$ cat config.mk
export PLATFORM = sky130hd
export DESIGN_NAME = sar_adc_serial_readout
export DESIGN_NICKNAME = d
export VERILOG_FILES = /design/src/sar_readout_pkg.sv /design/src/two_stage_sync.sv /design/src/sar_adc_serial_readout.sv
export SDC_FILE = /design/constraint.sdc
export NUM_CORES = 1
export LEC_CHECK = 0
export BUFFER_PORTS_ARGS = -buffer_cell sky130_fd_sc_hd__buf_2
export CAP_MARGIN = 15
export CELL_PAD_IN_SITES_DETAIL_PLACEMENT = 0
export CELL_PAD_IN_SITES_GLOBAL_PLACEMENT = 1
export CORE_AREA = 3 3 149 151
export DETAILED_ROUTE_END_ITERATION = 8
export DIE_AREA = 0 0 152 154
export GPL_TIMING_DRIVEN = 0
export PLACE_DENSITY_LB_ADDON = 0.12
export SETUP_SLACK_MARGIN = 0.5
export SLEW_MARGIN = 25
export SYNTH_ARGS = -nofsm -noshare
export SYNTH_HDL_FRONTEND = slang
export SYNTH_SLANG_ARGS = --single-unit
$ cat constraint.sdc
create_clock -name ref_clk -period 11.5 [get_ports ref_clk]
set_clock_uncertainty 0.15 [all_clocks]
set_input_delay 2.3 -clock ref_clk [delete_from_list [all_inputs] [get_ports ref_clk]]
set_output_delay 2.3 -clock ref_clk [all_outputs]
set_load 0.02 [all_outputs]
$ cat src/sar_readout_pkg.sv
// Shared constants and types for the converter control and serial readout
package sar_readout_pkg;

   // Result word
   localparam int RESULT_BITS   = 16;
   localparam int BITS_PER_STEP = 2;
   localparam int SAR_STEPS     = RESULT_BITS / BITS_PER_STEP;
   localparam logic [3:0] LAST_STEP = 4'(SAR_STEPS - 1);

   // Chain delay in serial clock cycles
   localparam int CHAIN_DELAY = 16;
   localparam logic [4:0] LAST_BIT_COUNT = 5'(CHAIN_DELAY);

   // Timing
   localparam int CLK_PERIOD_NS    = 40;
   localparam int FAST_PERIOD_NS   = 400;
   localparam int NORMAL_PERIOD_NS = 500;
   localparam int FAST_CYCLES =
      (FAST_PERIOD_NS + CLK_PERIOD_NS - 1) / CLK_PERIOD_NS;
   localparam int NORMAL_CYCLES =
      (NORMAL_PERIOD_NS + CLK_PERIOD_NS - 1) / CLK_PERIOD_NS;
   localparam logic [5:0] FAST_GAP   = 6'(FAST_CYCLES);
   localparam logic [5:0] NORMAL_GAP = 6'(NORMAL_CYCLES);
   localparam logic [5:0] GAP_MAX    = 6'h3F;

   // Register bus
   localparam int ADDR_BITS = 4;
   localparam logic [3:0] OFS_STATUS  = 4'h0;
   localparam logic [3:0] OFS_IRQ_EN  = 4'h1;
   localparam logic [3:0] OFS_IRQ_CLR = 4'h2;
   localparam logic [3:0] OFS_RESULT  = 4'h3;
   localparam logic [3:0] OFS_MODE    = 4'h4;

   // Event bit positions in status, enable and clear
   localparam int EV_CONV_DONE  = 0;
   localparam int EV_READ_DONE  = 1;
   localparam int EV_START_LOST = 2;
   localparam int EV_BITS       = 3;

   // Mode register bit positions
   localparam int MODE_CHAIN    = 0;
   localparam int MODE_BUSY_EN  = 1;
   localparam int MODE_FAST     = 2;
   localparam int MODE_ACTIVE   = 3;
   localparam int MODE_FIRST    = 4;

   // Values after reset
   localparam logic [2:0]  STATUS_RESET = 3'h0;
   localparam logic [2:0]  IRQ_EN_RESET = 3'h0;
   localparam logic [15:0] RESULT_RESET = 16'h0000;

   typedef enum logic [1:0] {
      ACQUIRE,
      CONVERT
   } conv_state_t;

endpackage

$ cat src/two_stage_sync.sv
// Two flip-flop synchroniser for signals from outside the clock domain
`timescale 1ns/1ps
module two_stage_sync #(
   parameter int WIDTH = 1
) (
   input  wire logic             ref_clk,
   input  wire logic             rst,
   input  wire logic [WIDTH-1:0] asyncIn,
   output logic      [WIDTH-1:0] syncOut
);

   typedef struct packed {
      logic [WIDTH-1:0] first;
      logic [WIDTH-1:0] second;
   } sync_t;

   sync_t st;
   sync_t next_st;

   always_comb
   begin
      next_st.first  = asyncIn;
      next_st.second = st.first;
   end

   always_ff @(posedge ref_clk or posedge rst)
   begin
      if (rst)
      begin
         st <= '0;
      end
      else
      begin
         st <= next_st;
      end
   end

   assign syncOut = st.second;

endmodule // two_stage_sync

$ cat src/sar_adc_serial_readout.sv
// Conversion control, mode selection and serial readout of the converter
//
// Operation
// - result leaves on serial_data_out, changing on falling serial clock edges.
// - while selected each serial clock shifts out one result bit.
// - convert_start rising starts a conversion and latches the mode.
// - serial_data_in low at that edge selects chain mode.
// - serial_data_in high at that edge selects select mode.
// - select mode drives output when either input low, else off.
// - chain mode passes serial_data_in to output 16 clocks later.
// - either input low at completion enables the busy indicator.
// - fast mode allows 2.5 MSPS and stays powered between conversions.
// - slow mode caps at 2.0 MSPS and powers down between conversions.
// - conversions run from the own clock, no serial clock needed.
// - completion returns to acquisition with code, and with busy indicator when enabled.
`timescale 1ns/1ps
module sar_adc_serial_readout
   import sar_readout_pkg::*;
(
   input  wire logic                             ref_clk,
   input  wire logic                             rst,
   input  wire logic                             convert_start,
   input  wire logic                             serial_data_in,
   input  wire logic                             serial_clock,
   input  wire logic                             fast_mode_select,
   input  wire logic [sar_readout_pkg::RESULT_BITS-1:0] analogCode,
   output logic                                  serial_data_out,
   output logic                                  serial_data_out_en,
   output logic                                  powerDown,
   output logic                                  sampleHold,
   input  wire logic [sar_readout_pkg::ADDR_BITS-1:0]   regAddr,
   input  wire logic [31:0]                      regWrData,
   input  wire logic                             regWr,
   input  wire logic                             regRd,
   output logic      [31:0]                      regRdData,
   output logic                                  irq
);

   import sar_readout_pkg::*;

   typedef struct packed {
      conv_state_t              state;
      logic                     chainMode;
      logic                     busyEn;
      logic [RESULT_BITS-1:0]   held;
      logic [RESULT_BITS-1:0]   trial;
      logic [3:0]               step;
      logic [RESULT_BITS-1:0]   shifter;
      logic                     outBit;
      logic [4:0]               bitCount;
      logic                     loaded;
      logic [5:0]               gap;
      logic [EV_BITS-1:0]       status;
      logic [EV_BITS-1:0]       irqEn;
      logic [RESULT_BITS-1:0]   result;
      logic [31:0]              rdData;
      logic                     prevCnv;
      logic                     prevSck;
      logic                     prevFast;
      logic                     firstFast;
   } core_t;

   core_t st;
   core_t next_st;

   logic [3:0] pinSync;
   logic       cnvS;
   logic       sdiS;
   logic       sckS;
   logic       fastS;

   // Pins come from the host's domain and are resynchronised together
   two_stage_sync #(
      .WIDTH   (4)
   ) pinSyncer (
      .ref_clk (ref_clk),
      .rst     (rst),
      .asyncIn ({fast_mode_select, serial_clock, serial_data_in,
                 convert_start}),
      .syncOut (pinSync)
   );

   assign cnvS  = pinSync[0];
   assign sdiS  = pinSync[1];
   assign sckS  = pinSync[2];
   assign fastS = pinSync[3];

   // Resolves two result bits per internal clock cycle
   function automatic logic [RESULT_BITS-1:0] sarStep(
      input logic [RESULT_BITS-1:0] trialIn,
      input logic [RESULT_BITS-1:0] target,
      input logic [3:0]             stepIn
   );
      logic [RESULT_BITS-1:0] work;
      logic [RESULT_BITS-1:0] probe;
      int                     pos;
      work = trialIn;
      for (int k = 0; k < BITS_PER_STEP; k++)
      begin
         pos   = RESULT_BITS - 1 - BITS_PER_STEP * int'(stepIn) - k;
         probe = work | (RESULT_BITS'(1) << pos);
         if (probe <= target)
         begin
            work = probe;
         end
      end
      return work;
   endfunction

   function automatic logic isAddr(
      input logic [ADDR_BITS-1:0] addr,
      input logic [ADDR_BITS-1:0] ofs
   );
      return addr == ofs;
   endfunction

   logic                   cnvRise;
   logic                   sckFall;
   logic [5:0]             needGap;
   logic [EV_BITS-1:0]     events;
   logic [EV_BITS-1:0]     clrMask;
   logic                   selected;

   always_comb
   begin
      next_st  = st;
      events   = '0;
      clrMask  = '0;
      cnvRise  = cnvS && !st.prevCnv;
      sckFall  = !sckS && st.prevSck;
      needGap  = fastS ? FAST_GAP : NORMAL_GAP;
      if (!fastS)
      begin
         needGap = NORMAL_GAP;
      end
      selected = st.chainMode || !(cnvS && sdiS);

      next_st.prevCnv  = cnvS;
      next_st.prevSck  = sckS;
      next_st.prevFast = fastS;
      if (st.gap != GAP_MAX)
      begin
         next_st.gap = st.gap + 6'h01;
      end

      // Flag stands from turning on fast mode until the first conversion after it completes
      if (fastS && !st.prevFast)
      begin
         next_st.firstFast = 1'b1;
      end

      case (st.state)
         ACQUIRE:
         begin
            if (cnvRise)
            begin
               // Starts closer than the minimum period are dropped
               // Compared without the increment: gap idles at its
               // saturated top, where adding one would wrap to zero
               if (st.gap >= needGap - 6'h01)
               begin
                  next_st.state     = CONVERT;
                  next_st.chainMode = !sdiS;
                  if (sdiS)
                  begin
                     next_st.chainMode = 1'b0;
                  end
                  next_st.held    = analogCode;
                  next_st.trial   = '0;
                  next_st.step    = 4'h0;
                  next_st.gap     = 6'h00;
                  next_st.loaded  = 1'b0;
                  next_st.outBit  = 1'b1;
                  next_st.busyEn  = 1'b0;
               end
               else
               begin
                  events[EV_START_LOST] = 1'b1;
               end
            end
            else if (st.loaded && sckFall && (selected || st.chainMode))
            begin
               // Shift on the falling edge so the host samples just before the next fall
               next_st.outBit  = st.shifter[RESULT_BITS-1];
               next_st.shifter = {st.shifter[RESULT_BITS-2:0],
                                  st.chainMode ? sdiS : 1'b0};
               if (st.bitCount != LAST_BIT_COUNT)
               begin
                  next_st.bitCount = st.bitCount + 5'h01;
                  if (st.bitCount + 5'h01 == LAST_BIT_COUNT)
                  begin
                     events[EV_READ_DONE] = 1'b1;
                  end
               end
            end
         end
         CONVERT:
         begin
            // Runs on ref_clk alone; serial clock plays no part here
            next_st.trial = sarStep(st.trial, st.held, st.step);
            next_st.step  = st.step + 4'h1;
            if (st.step == LAST_STEP)
            begin
               next_st.state    = ACQUIRE;
               next_st.result   = next_st.trial;
               next_st.busyEn   = !sdiS || !cnvS;
               next_st.loaded   = 1'b1;
               next_st.bitCount = 5'h00;
               events[EV_CONV_DONE] = 1'b1;
               if (!sdiS || !cnvS)
               begin
                  // Busy indicator: a low bit ahead of the data word
                  next_st.outBit  = 1'b0;
                  next_st.shifter = next_st.trial;
               end
               else
               begin
                  next_st.outBit  = next_st.trial[RESULT_BITS-1];
                  next_st.shifter = {next_st.trial[RESULT_BITS-2:0],
                                     st.chainMode ? sdiS : 1'b0};
               end
            end
         end
         default:
         begin
            next_st.state = ACQUIRE;
         end
      endcase

      if (events[EV_CONV_DONE] && st.firstFast)
      begin
         next_st.firstFast = 1'b0;
      end

      // Register writes
      if (regWr && isAddr(regAddr, OFS_IRQ_EN))
      begin
         next_st.irqEn = regWrData[EV_BITS-1:0];
      end
      if (regWr && isAddr(regAddr, OFS_IRQ_CLR))
      begin
         clrMask = regWrData[EV_BITS-1:0];
      end
      // A new event in the clearing cycle survives the clear
      next_st.status = (st.status & ~clrMask) | events;

      // Register reads, answered one cycle later
      next_st.rdData = 32'h0000_0000;
      if (regRd)
      begin
         case (regAddr)
            OFS_STATUS:
            begin
               next_st.rdData = {29'h0, st.status};
            end
            OFS_IRQ_EN:
            begin
               next_st.rdData = {29'h0, st.irqEn};
            end
            OFS_RESULT:
            begin
               next_st.rdData = {16'h0000, st.result};
            end
            OFS_MODE:
            begin
               next_st.rdData = 32'h0000_0000;
               next_st.rdData[MODE_CHAIN]   = st.chainMode;
               next_st.rdData[MODE_BUSY_EN] = st.busyEn;
               next_st.rdData[MODE_FAST]    = fastS;
               next_st.rdData[MODE_ACTIVE]  = st.state == CONVERT;
               next_st.rdData[MODE_FIRST]   = st.firstFast;
            end
            default:
            begin
               next_st.rdData = 32'h0000_0000;
            end
         endcase
      end
   end

   always_ff @(posedge ref_clk or posedge rst)
   begin
      if (rst)
      begin
         st          <= '0;
         st.state    <= ACQUIRE;
         st.gap      <= GAP_MAX;
         st.status   <= STATUS_RESET;
         st.irqEn    <= IRQ_EN_RESET;
         st.result   <= RESULT_RESET;
      end
      else
      begin
         st <= next_st;
      end
   end

   assign serial_data_out    = st.outBit;
   assign serial_data_out_en = st.chainMode || !(cnvS && sdiS);
   // Slow mode parks the analog core whenever no conversion runs
   assign powerDown  = !fastS && (st.state != CONVERT);
   assign sampleHold = st.state == CONVERT;
   assign regRdData  = st.rdData;
   assign irq        = |(st.status & st.irqEn);

endmodule // sar_adc_serial_readout

### Yosys cells after proc, flatten, opt, wreduce, memory -nomap -nowiden

Cells that the tools add are included.

| word-level totals | value |
|---|---|
| logic and storage cells | 128 |
| output and inout port bits | 37 |
| register bits | 135 |

| cells by class | value |
|---|---|
| shift-type cells | 2 |
| add/subtract/negate cells | 6 |
| magnitude comparators | 3 |
| mux-type cells | 39 |
| bitwise logic cells | 6 |
| equal/unequal tests | 18 |
| reductions and logical operators | 33 |

Operators with widths:

| kind | count |
|---|---|
| case mux 43 bit (2 select lines) | 1 |
| 2-to-1 mux 16 bit | 5 |
| 2-to-1 mux 40 bit | 2 |
| case mux 16 bit (4 select lines) | 1 |
| left shift 1 x 32 -> 16 bit (first input constant) | 2 |
| <= comparator 16 bit | 2 |
| bitwise OR 16 bit | 2 |
| 2-to-1 mux 23 bit | 1 |
| 2-to-1 mux 22 bit | 1 |
| 2-to-1 mux 17 bit | 1 |
| 2-to-1 mux 1 bit | 15 |
| 2-to-1 mux 7 bit | 2 |
| 2-to-1 mux 6 bit | 2 |
| AND reduction 4 bit | 3 |
| logical AND 1 bit | 10 |
| 2-to-1 mux 5 bit | 2 |
| != test 2 bit (second input constant) | 5 |
| AND reduction 3 bit | 3 |
| == test 4 x 2 -> 1 bit (second input constant) | 2 |
| == test 4 x 3 -> 1 bit (second input constant) | 2 |
| logical NOT 1 bit | 7 |
| subtractor 6 x 2 -> 7 bit (second input constant) | 1 |
| adder 6 x 1 -> 6 bit (second input constant) | 1 |
| bitwise AND 3 bit | 2 |
| 25 further kinds | 32 |

### Logic depth before layout (Yosys ltp)

| depth | value |
|---|---|
| word-level depth | 12 |
| depth in mapped cells | 22 |
| mapped depth without buffers | 20 |

### Cells and area by module

Synthesis repeated with hierarchy kept, for this count alone.

| unflattened totals | value |
|---|---|
| cells, all modules | 658 |
| area, all modules | 6,272.3 µm² |

By module, submodules not included:

| module | cells each | area an instance (µm²) | sequential area each (µm²) | times used |
|---|---|---|---|---|
| sar_adc_serial_readout | 649 | 6,068.3 | 2,760.1 | 1 |
| two_stage_sync | 9 | 203.9 | 200.2 | 1 |

### Worst setup path after synthesis

No wires, ideal clock.

| timing | value |
|---|---|
| path type | register -> register |
| start | register st[87] (netlist bit) |
| end | register st[78] (netlist bit) |
| arrival time | 4.016 ns |
| required time | 11.273 ns |
| cell stages (with the launch flop) | 18 |
| path slack | 7.257 ns |
| buffers on the path | 2 |
| period minus slack after synthesis | 4.243 ns |
| cell sequence | dfrtp_1 -> clkbuf_1 -> nor4_1 -> or2_2 -> ha_1 -> nand4_1 -> a2111o_1 -> o21ai_1 -> o21ai_4 -> a21oi_1 -> inv_1 -> ha_1 -> nand4_1 -> or3_4 -> o32ai_4 -> buf_6 -> nand2_1 -> o21ai_1 |

| on the way | value |
|---|---|
| longest elaborated chain between the ends | 12 |

RTL lines:

| what | RTL line | RTL |
|---|---|---|
| start, declared | sar_adc_serial_readout.sv:63 | `core_t st;` |
| start signal, assigned | sar_adc_serial_readout.sv:294 | `st <= next_st;` |
| subtractor 4 x 5 -> 6 bit | sar_adc_serial_readout.sv:100 | `pos = RESULT_BITS - 1 - BITS_PER_STEP * int'(stepIn) - k;` |
| left shift 1 x 32 -> 16 bit | sar_adc_serial_readout.sv:101 | `probe = work \| (RESULT_BITS'(1) << pos);` |
| bitwise OR 16 bit | sar_adc_serial_readout.sv:101 |  |
| <= comparator 16 bit | sar_adc_serial_readout.sv:102 | `if (probe <= target)` |
| 2-to-1 mux 16 bit | sar_adc_serial_readout.sv:102 |  |
| 2-to-1 mux 16 bit | sar_adc_serial_readout.sv:152 | `case (st.state)` |
| bitwise OR 16 bit | sar_adc_serial_readout.sv:101 |  |
| <= comparator 16 bit | sar_adc_serial_readout.sv:102 |  |
| 2-to-1 mux 16 bit | sar_adc_serial_readout.sv:102 |  |
| 2-to-1 mux 17 bit | sar_adc_serial_readout.sv:210 | `if (!sdiS \|\| !cnvS)` |
| 2-to-1 mux 23 bit | sar_adc_serial_readout.sv:202 | `if (st.step == LAST_STEP)` |
| case mux 43 bit (2 select lines) | sar_adc_serial_readout.sv:152 |  |

Several ways; a longest one is shown, not always the timed one. The select of a mux whose other input is x is not followed.
A chain may end at the register's enable or synchronous reset.

### Final worst setup path

| timing | value |
|---|---|
| start | register st[87] (netlist bit) |
| end | register st[76] (netlist bit) |

Same word-level chain as after synthesis.

==> summary.md <==
| Metric | Value |
|---|---|
| Outcome | `completed` |
| Final Hold Fails | `0` |
| TritonCTS Buffers | `17` |
| Max Root-Sink Buffers | `2` |
| N_diodes | `0` |
| Worst slew margin relative to its limit | `35.26%` |
| RSZ-0062 raised after global routing | `no` |
| # rows | `53` |
| #FFs+latches synth | `118` |
| Max cap viols | `0` |
| Min Tclk post-route | `5.271 ns` |
| Pre-CTS setup slack | `6.247 ns` |
| CTS tree | `yes` |
| Die height | `154 um` |
| Final worst path period share | `45.83%` |
| IO Pins | `97` |
| Most used DFF post-synth | `dfrtp_1` |
| Port Buffer Count | `50` |
| Total vias in the final route | `5102` |
| Final net count | `854` |
| GP Congestion | `0.8290` |
| Cell area after layout | `0.007574 mm^2` |
| Initial antenna violation count | `0` |
| CTS resizes | `0` |
| # fillers | `2161` |
| First-pass GRT wire length | `28480 um` |
| DRC viols | `0` |
| Core area | `0.02096 mm^2` |
| Critical path class | `reg -> reg` |
| Worst min-delay path category | `reg -> reg` |
| Share of layout cells above drive strength 1 | `20.57%` |
| Worst Max-Slew Pin Slew | `0.9711 ns` |
| Sum of negative setup slack | `0 ns` |
| Synth Warn # | `0` |
| Largest net degree at the start of global routing | `87` |
| Clk_lat worst skew | `0.42 ns` |
| Full die area | `0.02341 mm^2` |
| Synth unique cells | `62` |
| CP startpoint kind | `flip-flop` |
| Leading cell types in the layout, fill and taps excluded | `dfrtp_1, nand2_1, buf_2` |
| Sequential area share after synthesis | `47.02%` |
| Total GRT Usage | `15.34%` |
| Power Density | `278.5 mW/mm^2` |
| Worst path required time | `11.69 ns` |
| Leakage power | `3.578 nW` |
| 1st-iter DRT viols | `376` |
| Wirelength per Cell | `16.83 um` |
| DRT met1 WL | `8255 um` |
| Critical-path maximum fanout | `10` |
| H-tree Lvls | `4` |
| Clk sink count | `118` |
| Mapped Area | `0.006296 mm^2` |
| Syn avg cell area | `9.397 um^2` |
| Commonest non-fill, non-tap cell in the layout | `dfrtp_1` |
| Util after Layout | `36.14%` |
| EDFF count, synth | `0` |
| Top Metal Used | `met4` |
| DR WL met3 | `765 um` |
| Postcts setup bufs | `0` |
| Post-route ant nets | `0` |
| Mapped Cells | `670` |
| Final WL | `17550 um` |
| Clock transition at the registers of the reported paths | `0.06 ns` |
| Arrival @ worst endpoint | `5.46 ns` |
| Post-cts hold buffer count | `0` |
| Area Overhead vs Synth | `20.29%` |
| Max Transition Viols Final | `0` |
| Vias in the first global route | `5171` |
| Hpwl dp | `13250 um` |
| Final worst slack | `6.229 ns` |
| Total global routing overflow | `0` |
| Critical path endpoint category | `flip-flop` |
| First drt pass iteration count | `8` |
| Post-DP Area | `0.006982 mm^2` |
| Final setup vio count | `0` |
| DR WL met2 | `8231 um` |
| Maximum vdd ir drop | `0.1011 mV` |
| Via-to-Cell Ratio | `4.892` |
| Starting density of the core | `30.05%` |
| Fmax | `189.7 MHz` |
| Die width | `152 um` |
| Async set-reset flop share out of synthesis | `100.0%` |
| CTS root buf | `clkbuf_16` |
-- final cells by class --
| class | instances | area [um^2] | share of cell area, % |
|---|---|---|---|
| buffer | 63 | 379.1 | 5.006 |
| clock buffer | 17 | 425.4 | 5.617 |
| clock inverter | 15 | 166.4 | 2.197 |
| inverter | 33 | 131.4 | 1.735 |
| multi-input combinational | 471 | 2889 | 38.15 |
| sequential | 118 | 2960 | 39.09 |
| tap | 275 | 344.1 | 4.543 |
| timing repair buffer | 51 | 277.8 | 3.668 |
-- registers in the layout (all words and copies together) (netlist names) --
| name | flops |
|---|---|
| regRdData | 16 |
| pinSyncer.syncOut | 4 |
| st | 93 |
| pinSyncer.next_st | 4 |
| serial_data_out | 1 |
-- routing by layer --
metal	vias to the layer above	GRT usage [%]
met4	0	5.522
met5	-	0
met3	20	3.293
met2	138	24.77
met1	2447	20.37
li1	2497	-
-- cells in the mapped netlist, types with 3 or more instances --
master | instances | area [um^2]
nor3_1 | 11 | 55.05
nand2_1 | 97 | 364.1
dfstp_2 | 6 | 157.7
or3_1 | 3 | 18.77
buf_2 | 6 | 30.03
o21ai_1 | 22 | 110.1
a221o_1 | 3 | 30.03
a31oi_1 | 8 | 50.05
o221ai_1 | 3 | 26.28
nand4_1 | 8 | 50.05
dfrtp_1 | 112 | 2803
or2_2 | 9 | 56.30
a222oi_1 | 9 | 90.09
a21o_1 | 7 | 52.55
a22oi_1 | 3 | 22.52
nand3_1 | 10 | 50.05
mux2_2 | 11 | 123.9
inv_1 | 33 | 123.9
o211ai_1 | 5 | 37.54
a32o_1 | 4 | 40.04
nor2_1 | 41 | 153.9
and3_1 | 14 | 87.58
a21oi_1 | 51 | 255.2
nand2b_1 | 12 | 75.07
ha_1 | 39 | 488.0
clkbuf_1 | 20 | 75.07
buf_1 | 3 | 11.26
o21ai_0 | 44 | 220.2
buf_4 | 32 | 240.2
-- cells by family after synthesis --
kind of cell / share of synthesized area [%]
compound gates: 18.20
simple gates: 16.59
buf+inv: 7.989
flops: 47.02
mux: 1.967
fa+ha+maj: 7.750
other cells: 0.05956
xor+xnor: 0.4174
-- path summary, 6_finish.rpt --
check / from / end / slack [ns] / cells past startpoint
max: st[87]$_DFFE_PP0P_ / st[76]$_DFFE_PP0P_ / 6.23 / 17
min: pinSyncer.next_st[1]$_DFF_PP0_ / pinSyncer.syncOut[1]$_DFF_PP0_ / 0.19 / 0
max reg2reg: st[87]$_DFFE_PP0P_ / st[76]$_DFFE_PP0P_ / 6.23 / 17
min reg2reg: pinSyncer.next_st[1]$_DFF_PP0_ / pinSyncer.syncOut[1]$_DFF_PP0_ / 0.19 / 0
max in group asynchronous: rst / st[63]$_DFF_PP1_ / 8.80 / 3
min in group asynchronous: rst / st[53]$_DFFE_PP0P_ / 1.68 / 2
-- critical path: stages (launching register included) --
cell      delay, ns
dfrtp_1        0.38
clkbuf_1       0.22
nor4_1         0.74
or2_2          0.25
ha_1           0.16
nand4_1        0.16
a2111o_1       0.42
o21ai_1        0.14
o21ai_4        0.14
a21oi_1        0.46
inv_1          0.13
ha_1           0.33
nand4_1        0.11
or3_4          0.45
o32ai_4        0.45
buf_6          0.22
nand2_1        0.11
o21ai_1        0.18
-- per-stage QoR --
stage	cells	power, mW	hold WS, ns
global placement	1010	1.548	0.1848
finish	1043	2.110	0.1923
floorplan	685	1.293	0.1812
global route	1043	2.280	0.2014
detailed placement	1011	1.577	0.1858
CTS	1043	2.126	0.1980
-- power by group --
part	switching, mW	leakage (nW)	internal, mW
Clock	0.215	0.282	0.324
Combinational	0.547	1.83	0.334
Sequential	0.124	1.46	0.566
No activity file was read; power rests on OpenSTA's default activity.
